==> config.mk <==
export PLATFORM = sky130hd
export DESIGN_NAME = wxd_decoder
export DESIGN_NICKNAME = d
export VERILOG_FILES = /design/src/rtl/wxd_pkg.sv /design/src/rtl/wxd_decoder.sv
export SDC_FILE = /design/constraint.sdc
export NUM_CORES = 1
export LEC_CHECK = 0
export ABC_CLOCK_PERIOD_IN_PS = 2810
export BUFFER_PORTS_ARGS = -buffer_cell sky130_fd_sc_hd__buf_2
export CAP_MARGIN = 40
export CORE_MARGIN = 5
export CORE_UTILIZATION = 30
export DETAILED_ROUTE_END_ITERATION = 10
export PLACE_DENSITY = 0.55
export SYNTH_ARGS = -nofsm -noshare
export SYNTH_HDL_FRONTEND = slang
export SYNTH_SLANG_ARGS = --single-unit
==> constraint.sdc <==
create_clock -name clk -period 2.81 [get_ports clk]
set_input_delay 0.562 -clock clk [delete_from_list [all_inputs] [get_ports clk]]
set_output_delay 0.562 -clock clk [all_outputs]
set_load 0.1 [all_outputs]
==> src/rtl/wxd_pkg.sv <==
// Package with opcodes, property identifiers, defaults and carrier types.
package wxd_pkg;

    // ------------------------------------------------------------------
    // Command opcodes
    // ------------------------------------------------------------------
    localparam logic [7:0] OP_POWER_UP      = 8'h01;
    localparam logic [7:0] OP_READ_REV      = 8'h10;
    localparam logic [7:0] OP_POWER_DOWN    = 8'h11;
    localparam logic [7:0] OP_WRITE_SETTING = 8'h12;
    localparam logic [7:0] OP_READ_SETTING  = 8'h13;
    localparam logic [7:0] OP_READ_IRQ      = 8'h14;
    localparam logic [7:0] OP_FW_ARGS       = 8'h15;
    localparam logic [7:0] OP_FW_PAYLOAD    = 8'h16;
    localparam logic [7:0] OP_TUNE_REQ      = 8'h50;
    localparam logic [7:0] OP_TUNE_RPT      = 8'h52;
    localparam logic [7:0] OP_QUALITY_RPT   = 8'h53;
    localparam logic [7:0] OP_ALERT_MSG_RPT = 8'h54;
    localparam logic [7:0] OP_TONE_RPT      = 8'h55;
    localparam logic [7:0] OP_GAIN_RPT      = 8'h57;
    localparam logic [7:0] OP_GAIN_TOGGLE   = 8'h58;
    localparam logic [7:0] OP_AUX_CONFIG    = 8'h80;
    localparam logic [7:0] OP_AUX_LEVEL     = 8'h81;

    // ------------------------------------------------------------------
    // Property identifiers and defaults
    // ------------------------------------------------------------------
    localparam int NUM_PROPS = 13;
    localparam logic [15:0] PROP_ID [NUM_PROPS] = '{
        16'h0001, 16'h0201, 16'h0202, 16'h4000, 16'h4001, 16'h5108,
        16'h5200, 16'h5201, 16'h5202, 16'h5203, 16'h5204, 16'h5500,
        16'h5600};
    localparam logic [15:0] PROP_RST [NUM_PROPS] = '{
        16'h0000, 16'h8000, 16'h0001, 16'h003F, 16'h0000, 16'h000F,
        16'h0000, 16'h007F, 16'h0000, 16'h007F, 16'h0000, 16'h0000,
        16'h0000};
    localparam int IDX_IRQ_ENABLE = 0;
    localparam int IDX_REF_FREQ   = 1;
    localparam int IDX_REF_PRESC  = 2;
    localparam int IDX_VOLUME     = 3;
    localparam int IDX_MUTE       = 4;
    localparam logic [15:0] REF_FREQ_MIN = 16'h799A;
    localparam logic [15:0] REF_FREQ_MAX = 16'h8666;

    // ------------------------------------------------------------------
    // Status byte layout and response sizes
    // ------------------------------------------------------------------
    localparam int ST_CTS     = 7;
    localparam int ST_ERR     = 6;
    localparam int RESP_BYTES = 16;
    // Revision bytes: arbitrary neutral values.
    localparam logic [7:0] REV_PART = 8'h5A;
    localparam logic [7:0] REV_FW   = 8'h11;

    typedef struct packed {
        logic [7:0]  opcode;
        logic [55:0] args;
    } wxd_cmd_type;

    typedef struct packed {
        logic [7:0] tone;
        logic [7:0] alert_msg;
        logic [7:0] rssi;
        logic [7:0] snr;
        logic [7:0] tune_valid;
        logic [7:0] gain;
        logic [7:0] irq_flags;
    } wxd_radio_type;

endpackage : wxd_pkg

==> src/rtl/wxd_decoder.sv <==
// Command decoder and property store of the weather-band receiver.
`timescale 1ns/1ps
`default_nettype none
// Notes on behaviour
// - Revision bytes follow status on revision command.
// - Write setting stores; read setting returns value.
// - Interrupt flag command returns interrupt status bits.
// - Firmware load opcodes accepted, used only there.
// - Tune request stores frequency, starts tuning.
// - Tune report returns last tune request status.
// - Quality report returns current channel metrics.
// - Alert message report returns decoded alert info.
// - Alert tone report returns tone detection status.
// - Gain report status; gain toggle sets enable.
// - Aux pin three: drive or float, level.
// - Reference frequency range checked, zero disables tracking.
// - Reference prescaler property defaults to one.
// - Volume property defaults to 0x003F.
// - Mute property defaults to unmuted.
// - Lock window limit defaults to 0x000F.
// - Quality interrupt sources disabled after reset.
// - Threshold properties default high 0x7F, low 0.
// - Alert tone interrupt sources disabled after reset.
// - Alert message interrupt sources disabled after reset.
// - Active-low reset holds whole block in reset.
// - Commands taken only while select is low.
// - Every command answers a status byte.
// - Powerdown stops processing, command port stays alive.
// - Reset restores defaults, leaves block powered down.
module wxd_decoder (
    input  wire logic                  clk,
    input  wire logic                  rst_n,
    input  wire logic                  select_n_pin,
    input  wire logic                  cmd_valid,
    input  wire wxd_pkg::wxd_cmd_type  cmd,
    input  wire wxd_pkg::wxd_radio_type radio,
    input  wire logic                  resp_rd,
    output logic                       resp_valid,
    output logic [7:0]                 resp_byte,
    output logic                       powered,
    output logic                       tune_start,
    output logic [15:0]                tune_freq,
    output logic                       gain_enable,
    output logic                       tracking_enable,
    output logic                       fw_load_strobe,
    output logic                       aux_output_three,
    output logic                       aux_output_three_oe,
    output logic                       aux_output_two_irq,
    output logic [15:0]                volume,
    output logic [15:0]                mute
);

    // ------------------------------------------------------------------
    // Command decode
    // ------------------------------------------------------------------
    typedef enum logic [1:0] {
        WXD_IDLE = 2'b01,
        WXD_RESP = 2'b10
    } wxd_state_type;

    wxd_state_type state_ff;
    wxd_state_type nxt_state;

    logic [15:0] prop_ff [wxd_pkg::NUM_PROPS];
    logic [7:0]  resp_ff [wxd_pkg::RESP_BYTES];
    logic [3:0]  rd_ptr_ff;
    logic        powered_ff;
    logic        tune_start_ff;
    logic [15:0] tune_freq_ff;
    logic        gain_en_ff;
    logic        aux_oe_ff;
    logic        aux_lvl_ff;
    logic        fw_ff;
    logic        irq_ff;
    logic        track_ff;
    logic        resp_valid_ff;
    logic [7:0]  resp_byte_ff;

    wire [7:0]  op       = cmd.opcode;
    wire [15:0] arg_id   = cmd.args[47:32];
    wire [15:0] arg_val  = cmd.args[31:16];
    wire        take     = cmd_valid && !select_n_pin
                           && state_ff == WXD_IDLE;
    wire        op_pwr   = op == wxd_pkg::OP_POWER_UP;
    wire        op_known = op_pwr || op == wxd_pkg::OP_READ_REV
                        || op == wxd_pkg::OP_POWER_DOWN
                        || op == wxd_pkg::OP_WRITE_SETTING
                        || op == wxd_pkg::OP_READ_SETTING
                        || op == wxd_pkg::OP_READ_IRQ
                        || op == wxd_pkg::OP_FW_ARGS
                        || op == wxd_pkg::OP_FW_PAYLOAD
                        || op == wxd_pkg::OP_TUNE_REQ
                        || op == wxd_pkg::OP_TUNE_RPT
                        || op == wxd_pkg::OP_QUALITY_RPT
                        || op == wxd_pkg::OP_ALERT_MSG_RPT
                        || op == wxd_pkg::OP_TONE_RPT
                        || op == wxd_pkg::OP_GAIN_RPT
                        || op == wxd_pkg::OP_GAIN_TOGGLE
                        || op == wxd_pkg::OP_AUX_CONFIG
                        || op == wxd_pkg::OP_AUX_LEVEL;
    // While powered down only the power-up command executes.
    wire        exec     = take && op_known && (powered_ff || op_pwr);
    wire        is_wr    = exec && op == wxd_pkg::OP_WRITE_SETTING;

    logic [wxd_pkg::NUM_PROPS-1:0] hit;
    logic [15:0] rd_val;
    logic        id_found;
    wire  ref_ok = arg_val == 16'h0000
                   || (arg_val >= wxd_pkg::REF_FREQ_MIN
                       && arg_val <= wxd_pkg::REF_FREQ_MAX);
    wire  wr_ok  = id_found
                   && (!hit[wxd_pkg::IDX_REF_FREQ] || ref_ok);

    always_comb begin
        rd_val   = 16'h0000;
        id_found = 1'b0;
        for (int i = 0; i < wxd_pkg::NUM_PROPS; i++) begin
            hit[i] = arg_id == wxd_pkg::PROP_ID[i];
            if (hit[i]) begin
                rd_val   = prop_ff[i];
                id_found = 1'b1;
            end
        end
    end

    // ------------------------------------------------------------------
    // Property store
    // ------------------------------------------------------------------
    generate
        for (genvar g = 0; g < wxd_pkg::NUM_PROPS; g++) begin : g_prop
            always_ff @(posedge clk or negedge rst_n) begin
                if (!rst_n) begin
                    prop_ff[g] <= wxd_pkg::PROP_RST[g];
                end else if (is_wr && hit[g] && wr_ok) begin
                    prop_ff[g] <= arg_val;
                end
            end
        end
    endgenerate

    // ------------------------------------------------------------------
    // Response assembly
    // ------------------------------------------------------------------
    wire        err_bit = take && !exec
                          || (is_wr && !wr_ok);
    wire [7:0]  status  = {1'b1, err_bit, 5'h00, irq_ff};
    logic [7:0] nxt_resp [wxd_pkg::RESP_BYTES];

    always_comb begin
        for (int i = 0; i < wxd_pkg::RESP_BYTES; i++) begin
            nxt_resp[i] = 8'h00;
        end
        nxt_resp[0] = status;
        if (exec) begin
            case (op)
                wxd_pkg::OP_READ_REV: begin
                    nxt_resp[1] = wxd_pkg::REV_PART;
                    nxt_resp[2] = wxd_pkg::REV_FW;
                end
                wxd_pkg::OP_READ_SETTING: begin
                    nxt_resp[2] = rd_val[15:8];
                    nxt_resp[3] = rd_val[7:0];
                end
                wxd_pkg::OP_READ_IRQ: begin
                    nxt_resp[1] = radio.irq_flags;
                end
                wxd_pkg::OP_TUNE_RPT: begin
                    nxt_resp[1] = radio.tune_valid;
                    nxt_resp[2] = tune_freq_ff[15:8];
                    nxt_resp[3] = tune_freq_ff[7:0];
                    nxt_resp[4] = radio.rssi;
                    nxt_resp[5] = radio.snr;
                end
                wxd_pkg::OP_QUALITY_RPT: begin
                    nxt_resp[4] = radio.rssi;
                    nxt_resp[5] = radio.snr;
                end
                wxd_pkg::OP_ALERT_MSG_RPT: begin
                    nxt_resp[1] = radio.alert_msg;
                end
                wxd_pkg::OP_TONE_RPT: begin
                    nxt_resp[1] = radio.tone;
                end
                wxd_pkg::OP_GAIN_RPT: begin
                    nxt_resp[1] = {7'h00, gain_en_ff};
                    nxt_resp[2] = radio.gain;
                end
                default: begin
                    nxt_resp[1] = 8'h00;
                end
            endcase
        end
    end

    // ------------------------------------------------------------------
    // Sequencing
    // ------------------------------------------------------------------
    wire last_rd = resp_rd && rd_ptr_ff == 4'hF;
    wire abort   = select_n_pin && state_ff == WXD_RESP;

    always_comb begin
        case (state_ff)
            WXD_IDLE: nxt_state = take ? WXD_RESP : WXD_IDLE;
            WXD_RESP: nxt_state = (last_rd || abort) ? WXD_IDLE : WXD_RESP;
            default:  nxt_state = WXD_IDLE;
        endcase
    end

    always_ff @(posedge clk or negedge rst_n) begin
        if (!rst_n) begin
            state_ff  <= WXD_IDLE;
            rd_ptr_ff <= 4'h0;
        end else begin
            state_ff  <= nxt_state;
            rd_ptr_ff <= take ? 4'h0 : rd_ptr_ff + {3'h0, resp_rd};
        end
    end

    generate
        for (genvar r = 0; r < wxd_pkg::RESP_BYTES; r++) begin : g_resp
            always_ff @(posedge clk or negedge rst_n) begin
                if (!rst_n) begin
                    resp_ff[r] <= 8'h00;
                end else if (take) begin
                    resp_ff[r] <= nxt_resp[r];
                end
            end
        end
    endgenerate

    always_ff @(posedge clk or negedge rst_n) begin
        if (!rst_n) begin
            resp_valid_ff <= 1'b0;
            resp_byte_ff  <= 8'h00;
        end else begin
            resp_valid_ff <= nxt_state == WXD_RESP;
            resp_byte_ff  <= take ? nxt_resp[0]
                           : resp_ff[rd_ptr_ff + {3'h0, resp_rd}];
        end
    end

    // ------------------------------------------------------------------
    // Action registers
    // ------------------------------------------------------------------
    wire do_tune = exec && op == wxd_pkg::OP_TUNE_REQ;
    wire irq_any = |(radio.irq_flags
                     & prop_ff[wxd_pkg::IDX_IRQ_ENABLE][7:0]);

    always_ff @(posedge clk or negedge rst_n) begin
        if (!rst_n) begin
            powered_ff    <= 1'b0;
            tune_start_ff <= 1'b0;
            tune_freq_ff  <= 16'h0000;
            gain_en_ff    <= 1'b1;
            aux_oe_ff     <= 1'b0;
            aux_lvl_ff    <= 1'b0;
            fw_ff         <= 1'b0;
            irq_ff        <= 1'b0;
            track_ff      <= 1'b1;
        end else begin
            if (exec && op_pwr) begin
                powered_ff <= 1'b1;
            end else if (exec && op == wxd_pkg::OP_POWER_DOWN) begin
                powered_ff <= 1'b0;
            end
            tune_start_ff <= do_tune;
            if (do_tune) begin
                tune_freq_ff <= cmd.args[47:32];
            end
            if (exec && op == wxd_pkg::OP_GAIN_TOGGLE) begin
                gain_en_ff <= !cmd.args[48];
            end
            if (exec && op == wxd_pkg::OP_AUX_CONFIG) begin
                aux_oe_ff <= cmd.args[50];
            end
            if (exec && op == wxd_pkg::OP_AUX_LEVEL) begin
                aux_lvl_ff <= cmd.args[50];
            end
            fw_ff  <= exec && (op == wxd_pkg::OP_FW_ARGS
                              || op == wxd_pkg::OP_FW_PAYLOAD);
            irq_ff <= powered_ff && irq_any;
            track_ff <= prop_ff[wxd_pkg::IDX_REF_FREQ] != 16'h0000;
        end
    end

    assign resp_valid          = resp_valid_ff;
    assign resp_byte           = resp_byte_ff;
    assign powered             = powered_ff;
    assign tune_start          = tune_start_ff;
    assign tune_freq           = tune_freq_ff;
    assign gain_enable         = gain_en_ff;
    assign tracking_enable     = track_ff;
    assign fw_load_strobe      = fw_ff;
    assign aux_output_three    = aux_lvl_ff;
    assign aux_output_three_oe = aux_oe_ff;
    assign aux_output_two_irq  = irq_ff;
    assign volume              = prop_ff[wxd_pkg::IDX_VOLUME];
    assign mute                = prop_ff[wxd_pkg::IDX_MUTE];
endmodule : wxd_decoder
`default_nettype wire

After elaboration in Yosys (flattened, before gate mapping) --
Cells that the tools add are included.
Word-level totals: register bits after elaboration 290, logic and storage cells 190, output and inout bits 65
Operators by class: add/subtract/negate cells 1, magnitude comparators 3, multiplexer cells 41, bitwise logic cells 2, equal/unequal tests 34, reductions and logical operators 77
Operator list (number):
- $mux W16 | 14
- $eq A16 B15 Y1 const B | 10
- $eq A8 B5 Y1 const B | 7
- $eq A8 B7 Y1 const B | 7
- $pmux W8 S6 | 1
- $logic_and A1 B1 Y1 | 45
- $mux W40 | 1
- $bmux W8 S4 | 1
- $eq A16 B10 Y1 const B | 2
- $pmux W8 S4 | 1
- $mux W8 | 3
- $logic_or A1 B1 Y1 | 22
- $eq A16 B1 Y1 const B | 1
- $eq A8 B8 Y1 const B | 2
- $ge A16 B15 Y1 const B | 1
- $le A16 B16 Y1 const B | 1
- $logic_not A16 Y1 | 1
- $pmux W8 S2 | 1
- $reduce_bool A16 Y1 | 1
- $mux W1 | 15
- $and A8 B8 Y8 | 1
- $eq A8 B1 Y1 const B | 1
- $reduce_or A8 Y1 | 1
- $ge A5 B5 Y1 const B | 1
- 11 further kinds | 17

Longest topological paths before layout --
Gate-level depths: netlist (run 1).
depth after elaboration 23, mapped depth 11

Worst setup path before layout (run 1) --
Ideal clock, no wire load.
path type in2reg, from in cmd[58] (netlist bit), to reg tune_freq_ff[12], in the netlist tune_freq[12], required time 2684 ps, path buffers 4, stages on the path 10, setup slack -266 ps, data arrival time 2950 ps, cells stage by stage buf_6 -> or3_1 -> buf_2 -> o41a_1 -> nand2b_4 -> a211o_1 -> or3_1 -> buf_4 -> buf_6 -> mux2_4
On the way: longest elaborated chain between the ends 20
Ends and longest elaborated chain:
- start, declared | line wxd_decoder.sv:35 | input wire wxd_pkg::wxd_cmd_type cmd,
- $eq A8 B1 Y1 / $eq A8 B5 Y1 (equally long branches) | line wxd_decoder.sv:84, wxd_decoder.sv:85
- $logic_or A1 B1 Y1 | line wxd_decoder.sv:85 | wire op_known = op_pwr || op == wxd_pkg::OP_READ_REV
- $logic_or A1 B1 Y1 | line wxd_decoder.sv:86 | || op == wxd_pkg::OP_POWER_DOWN
- $logic_or A1 B1 Y1 | line wxd_decoder.sv:87 | || op == wxd_pkg::OP_WRITE_SETTING
- $logic_or A1 B1 Y1 | line wxd_decoder.sv:88 | || op == wxd_pkg::OP_READ_SETTING
- $logic_or A1 B1 Y1 | line wxd_decoder.sv:89 | || op == wxd_pkg::OP_READ_IRQ
- $logic_or A1 B1 Y1 | line wxd_decoder.sv:90 | || op == wxd_pkg::OP_FW_ARGS
- $logic_or A1 B1 Y1 | line wxd_decoder.sv:91 | || op == wxd_pkg::OP_FW_PAYLOAD
- [... 3 more ...]
- $logic_or A1 B1 Y1 | line wxd_decoder.sv:95 | || op == wxd_pkg::OP_ALERT_MSG_RPT
- $logic_or A1 B1 Y1 | line wxd_decoder.sv:96 | || op == wxd_pkg::OP_TONE_RPT
- $logic_or A1 B1 Y1 | line wxd_decoder.sv:97 | || op == wxd_pkg::OP_GAIN_RPT
- $logic_or A1 B1 Y1 | line wxd_decoder.sv:98 | || op == wxd_pkg::OP_GAIN_TOGGLE
- $logic_or A1 B1 Y1 | line wxd_decoder.sv:99 | || op == wxd_pkg::OP_AUX_CONFIG
- $logic_or A1 B1 Y1 | line wxd_decoder.sv:100 | || op == wxd_pkg::OP_AUX_LEVEL;
- $logic_and A1 B1 Y1 (2 in series) | line wxd_decoder.sv:102 | wire exec = take && op_known && (powered_ff || op_pwr);
- $logic_and A1 B1 Y1 (*) | line wxd_decoder.sv:245 | wire do_tune = exec && op == wxd_pkg::OP_TUNE_REQ;
- end signal, assigned | line wxd_decoder.sv:268 | tune_freq_ff <= cmd.args[47:32];
- end, declared | line wxd_decoder.sv:69 | logic [15:0] tune_freq_ff;
Every way passes the cells marked *; elsewhere a longest branch is shown, timed or not. A chain may end at the register's enable or synchronous reset.

Worst setup path after layout (run 1) --
from reg state_ff[0], to reg resp_ff[108] (netlist bit)
On the way: longest elaborated chain between the ends 5
Ends and longest elaborated chain:
- start, declared | line wxd_decoder.sv:61 | wxd_state_type state_ff;
- start signal, assigned | line wxd_decoder.sv:214 | state_ff <= nxt_state;
- $eq A2 B1 Y1 (*) | line wxd_decoder.sv:83 | && state_ff == WXD_IDLE;
- $logic_and A1 B1 Y1 (*) | line wxd_decoder.sv:83
- $logic_and A1 B1 Y1 (2 in series) | line wxd_decoder.sv:102
- $mux W40 | line wxd_decoder.sv:154 | if (exec) begin
- end signal, assigned by index | line wxd_decoder.sv:225 | resp_ff[r] <= nxt_resp[r];
- end, declared | line wxd_decoder.sv:65 | logic [7:0] resp_ff [wxd_pkg::RESP_BYTES];
Marks and branches as above.

==> results of run 1 <==
through the flow:
stage / total power (W) / cell area (um2) / instances / setup slack (ps)
after floorplan: 0.004987 / 14730 / 1276 / -214.1
after global placement: 0.005445 / 17090 / 2096 / -210.1
after detailed placement: 0.005466 / 17090 / 2096 / -219.0
after CTS: 0.009945 / 18240 / 2155 / 58.40
after global routing: 0.01019 / 18280 / 2155 / -2.439
final: 0.009823 / 18280 / 2155 / 172.5
layout by cell type, fill, tap and decap left out, types with 5 or more instances in the layout:
master,count
a2111oi_0,6
a211oi_1,22
a21o_1,5
a21oi_1,20
a221oi_1,11
a22o_1,21
a22oi_1,37
a2bb2oi_1,8
a31oi_1,10
and2_1,11
and4_1,5
buf_12,14
buf_2,166
buf_4,141
clkbuf_16,31
clkbuf_8,12
clkinv_2,6
dfrtp_1,261
dfstp_2,29
inv_1,11
mux2_1,7
mux2_2,236
mux2_4,10
mux2i_1,15
nand2_1,58
nand2b_1,10
nand3_1,26
nand4_1,16
nor2_1,92
nor3_1,30
nor4_1,18
nor4b_1,5
o211ai_1,16
o21ai_0,31
o221a_2,8
o221ai_1,8
o22ai_1,17
o311ai_0,9
report_power, final:
| part | internal (W) | switching [W] |
|---|---|---|
| logic | 0.000356 | 0.000762 |
| clock network | 0.00271 | 0.00172 |
| registers | 0.00424 | 0.0000352 |
| total | 0.00730 | 0.00252 |
final cells by class:
type	instances	area share (%)
multi-input cells	850	37.38
clock buffers	44	5.167
repair buffers	323	12.00
flip-flops and latches	290	39.89
clock inverters	14	1.054
well taps	622	4.257
inverters	12	0.2464
critical path: stages (launching register included):
cell       delay (ps)
dfstp_2           530
ha_1              190
nand3b_1          140
buf_4             200
and2_1            170
a211oi_1          330
o211ai_1          270
a2111oi_0         430
buf_4             200
nor2_1             40
routing by layer:
layer | GRT usage, % | share of wire [%] | routed length, um
met3 | 3.553 | 6.5 | 3098
met2 | 28.59 | 47 | 22200
met1 | 23.73 | 45 | 21210
met5 | 0 | 0 | 0
met4 | 3.566 | 1.7 | 800
worst paths after layout:
path	endpoint	startpoint	slack, ps
max in group asynchronous	volume[2]	rst_n	1470
worst min-delay path	gain_enable	cmd[48]	140
worst max-delay path	resp_ff[108]	state_ff[0]	170
worst max register to register	resp_ff[108]	state_ff[0]	170
min in group asynchronous	prop_ff[13]	rst_n	540
worst min register to register	resp_ff[127]	resp_ff[127]	470
kinds of logic (layout without fill, tap and decap cells):
logic type | after synthesis | count (layout) | synth area share, %
xor+xnor | 4 | 4 | 0.2390
buf+inv | 136 | 393 | 4.506
simple gates | 319 | 319 | 11.26
fa+ha+maj | 4 | 4 | 0.3414
mux | 271 | 271 | 21.17
compound gates | 252 | 252 | 12.74
flops | 290 | 290 | 49.74
what timing repair did:
| item | CTS | global route |
|---|---|---|
| hold endpoints to repair | 52 | 0 |
| hold buffers | 1 | 0 |
| gates resized for setup | 0 | 10 |
| setup endpoints to repair | 0 | 14 |
sequential cells by signal, indices dropped and copies added, names as in the netlist:
register	flops
aux_output_three	1
volume	16
tune_start	1
rd_ptr_ff	4
resp_valid	1
state_ff	2
fw_load_strobe	1
gain_enable	1
tune_freq	16
resp_ff	43
aux_output_three_oe	1
mute	16
resp_byte	8
powered	1
aux_output_two_irq	1
prop_ff	176
tracking_enable	1
==> results.toml, run 1 <==
[status]
status = "finished clean"

[synthesis]
ys_seq_area_share_pct = 49.74
synth_cell_type_count = 73
netlist.area_leader.share_pct = 44.55
synthesis.instances = 1276
syn-num-nets = 1405
synth-edff-count = 0
syn_area_per_cell_um2 = 11.49
yosysTopAreaCell = "dfrtp_1"
synth-warning-count = 0
synth.area.top_cells = "dfrtp_1 (45%), mux2_2 (18%), dfstp_2 (5.2%), nor2_1 (2.4%), clkbuf_1 (1.9%)"
netlist_top_cells_count = "dfrtp_1 (261), mux2_2 (236), nor2_1 (94)"
ys.flop_type = "dfrtp_1"
synth.cell_area_um2 = 14660
synth_async_sr_flop_share_pct = 100.0
synthMostInstantiatedCell = "dfrtp_1"
synth-seq-cells = 290

[global_routing]
groute.usage.overall_pct = 17.30
grt_start_max_net_pins = 66
grt_overflow = 0
grt_antenna_before_repair = 1
first_global_vias = 11690
grt_first_pass_wirelength_um = 72860

[worst_setup_path]
timing.critical_path.required_ps = 3270
worst_r2r_path_depth = 9
worst_setup_path_end_kind = "register"
setup.worst_path.start_class = "register"
cp.arrival_ps = 3100
critical_path_peak_fanout = 10
setup.worst_path.class = "reg2reg"

[die]
core_area_um2 = 48650
die_width_um = 231.1
die-height_um = 231.1
fp.dieArea_um2 = 53390
initial_utilization_pct = 30.14
num_io_pins = 190
row_count = 81

[sta]
clock.fmax_mhz = 379.1
setup_violations = 0
finalHoldWorstSlack_ps = 144.2
timing.final.crit_share_pct = 93.86
fin_skew_ps = 14.67
final.min_clock_period_ps = 2638
rsz_0062_raised_after_global_routing = "true"
report.final.slew_viol_count = 0
finalHoldViolations = 0
transition_time_at_the_pin_with_the_least_slew_margin_ps = 610.1
slew_headroom_pct = 59.24
setup-tns-final_ps = 0

[placement]
buffer_ports.inserted = 167
dp_hpwl_um = 36270
gp_congestion = 0.8999

[clocking]
tritoncts = "yes"
clk-insertion-delay-late_ps = 580
cts_max_path_buffers = 3
htree_num_levels = 1
cts.clk_slew.worst_paths_ps = 60
tritoncts_num_sinks = 290
cts.repair_timing.setup_buffer_count = 0
root_buffer = "clkbuf_16"
cts_made_buffers = 31

[finish]
multi_input_area_um2 = 6834
n_fill_cell = 4756
register_area_um2 = 7293
area_growth_syn_to_layout_pct = 24.70
final_util_pct = 37.58
number_of_nets_in_the_final_layout = 1637
drive_gt1_share_pct = 45.53
antenna_cells_inserted = 0

[detailed_routing]
postRouteAntennaNets = 0
detailedRoute.firstIterationViolations = 759
routed_wl_um = 47310
num_vias = 11367
wl_per_cell_um = 21.95
post_drt_via_cell_ratio = 5.275
drt_drc_violations_left = 0
number_of_detailed_route_iterations_in_the_first_pass = 5

[hold_path]
min_path_type = "in2reg"
holdPathStages = 2

[job]
cap_viol_max_count = 0

[pwr]
power_leakage_nw = 8.759
max-vdd-ir-drop_v = 0.0005458
power_density_nw_per_um2 = 537.3
No activity file was read; power rests on OpenSTA's default activity.
==> run 2: changes to the inputs <==
Settings changed: BUFFER_PORTS_ARGS -buffer_cell sky130_fd_sc_hd__buf_2 to unset, DONT_BUFFER_PORTS set to 1, PLACE_DENSITY 0.55 to 0.51.
==> results.toml, run 2 (synthesis results as in run 1) <==
[die]
die_width_um = 231.1
num_io_pins = 190
fp.dieArea_um2 = 53390
row_count = 81
die-height_um = 231.1
initial_utilization_pct = 30.14
core_area_um2 = 48650

[worst_setup_path]
worst_setup_path_end_kind = "register"
cp.arrival_ps = 3110
critical_path_launch_point = "state_ff[0]"
critical_path_peak_fanout = 12
reg2reg_setup_slack_ps = 90
timing.critical_path.required_ps = 3210
worst_r2r_path_depth = 9
timing.rr.start = "state_ff[0]"
worst_r2r_endpoint = "resp_ff[107]"
setup.worst_path.class = "reg2reg"
setup.worst_path.start_class = "register"

[detailed_routing]
detailedRoute.firstIterationViolations = 707
number_of_detailed_route_iterations_in_the_first_pass = 5
postRouteAntennaNets = 0
routed_wl_um = 47200
wl_per_cell_um = 23.68
post_drt_via_cell_ratio = 5.499
num_vias = 10959
drt_drc_violations_left = 0

[sta]
finalHoldWorstSlack_ps = -243.3
clock.fmax_mhz = 367.9
setup-tns-final_ps = 0
slew_headroom_pct = 6.901
setup_violations = 0
postLayoutSetupSlackWorst_ps = 92.10
transition_time_at_the_pin_with_the_least_slew_margin_ps = 1396
final.min_clock_period_ps = 2718
fin_skew_ps = 17.95
rsz_0062_raised_after_global_routing = "true"
finalHoldViolations = 156
report.final.slew_viol_count = 0
timing.final.crit_share_pct = 96.72

[pwr]
p_seq_share_pct = 45.6
swShare_pct = 24.02
total_switching_power_w = 0.002306
power_frac_clock_pct = 47.1
power_density_nw_per_um2 = 545.4
internal_power_w = 0.007293
max-vdd-ir-drop_v = 0.0003536
power_leakage_nw = 8.071
combPwrFrac_pct = 7.4

[clocking]
cts_max_path_buffers = 3
root_buffer = "clkbuf_16"
htree_num_levels = 2
cts_made_buffers = 34
tritoncts_num_sinks = 290
tritoncts = "yes"
clk-insertion-delay-late_ps = 520
cts.clk_slew.worst_paths_ps = 60

[finish]
antenna_cells_inserted = 0
final_area_um2 = 17600
number_of_nets_in_the_final_layout = 1475
largest_register_ffs = 176
layout_common_cells = "dfrtp_1 (261), mux2_2 (236), buf_4 (136), nor2_1 (92), nand2_1 (58)"
reg.largest.list = "prop_ff: 176 flops, resp_ff: 43 flops"
drive_gt1_share_pct = 38.37
layout.cells.non_filler = 1993
largest_register = "prop_ff"
area_growth_syn_to_layout_pct = 20.03
layout.cells.most_common = "dfrtp_1"

[global_routing]
grt_start_max_net_pins = 291
first_global_vias = 11157
grt_antenna_before_repair = 1
groute.usage.overall_pct = 17.20
grt_overflow = 0
grt_first_pass_wirelength_um = 71900

[placement]
gp_congestion = 0.8858
place_inst = 1932
place_worst_setup_slack_ps = -132.5
dp_hpwl_um = 34700
buffer_ports.inserted = 0
detailed_place.area_um2 = 16430

[job]
cap_viol_max_count = 0

[hold_path]
min_path_type = "in2async"

[status]
violations = "negative hold slack"
status = "finished, violations left"
==> run 2: cell types whose count changed in the layout (fill, tap and decap cells not counted), sizes merged <==
cell	previous run	this run
clkbuf	44	48
clkinv	7	8
clkinvlp	3	1
buf	322	158
dlygate4sd3	1	0
==> run 2: power groups by stage <==
| stage | Clock (W) | Sequential (W) | Combinational [W] |
|---|---|---|---|
| after CTS | 0.00464 | 0.00437 | 0.000712 |
| after global routing | 0.00484 | 0.00437 | 0.000773 |
| after detailed placement | 0 | 0.00445 | 0.000709 |
| after global placement | 0 | 0.00446 | 0.000666 |
| after floorplan | 0 | 0.00446 | 0.000525 |
| final | 0.00452 | 0.00437 | 0.000708 |
==> run 2: worst max-delay path, cell delays in order (launching register included) <==
cell and delay, ps:
dfstp_2 530, ha_1 180, nand3b_1 80, buf_4 180, and2_1 200, a221oi_1 410, o211ai_1 260, a2111oi_1 510
buf_4 200, nor2_1 40
==> run 2: what timing repair did <==
item / in CTS / in global routing
setup endpoints to repair: 2 / 29
hold endpoints to repair: 290 / 261
gates resized for setup: 2 / 9
pin swaps: 0 / 0
buffers inserted: 0 / 0
==> run 2: per-layer routing <==
metal / vias to the layer above / share of wire [%] / global-route usage (%)
met2: 364 / 47 / 28.40
li1: 4914 / - / -
met1: 5638 / 44 / 23.00
met3: 43 / 7.6 / 4.545
met4: 0 / 1.2 / 3.455
met5: - / 0 / 0
==> run 2: worst max-delay path by stage <==
stage,to,slack [ps],cells past startpoint
after floorplan,tune_freq[12],-210,10
after global placement,resp_ff[104],-140,9
after detailed placement,resp_ff[104],-130,9
after CTS,resp_ff[109],10,9
after global routing,prop_ff[197],20,10
final,resp_ff[107],90,9
==> run 2: cell type report <==
cell class	instances	area (um2)
clock buffers	48	964.7
clock inverters	13	175.2
fillers	4795	31050
inverters	12	45.04
multi-input cells	850	6820
flip-flops and latches	290	7293
well taps	622	778.2
repair buffers	158	1521
==> run 2: stage by stage <==
| step | util (%) | total power (W) |
|---|---|---|
| after floorplan | - | 0.004987 |
| after global placement | 33.32 | 0.005128 |
| after detailed placement | 33.77 | 0.005154 |
| after CTS | 36.12 | 0.009725 |
| after global routing | 36.18 | 0.009983 |
| final | 36.18 | 0.009599 |
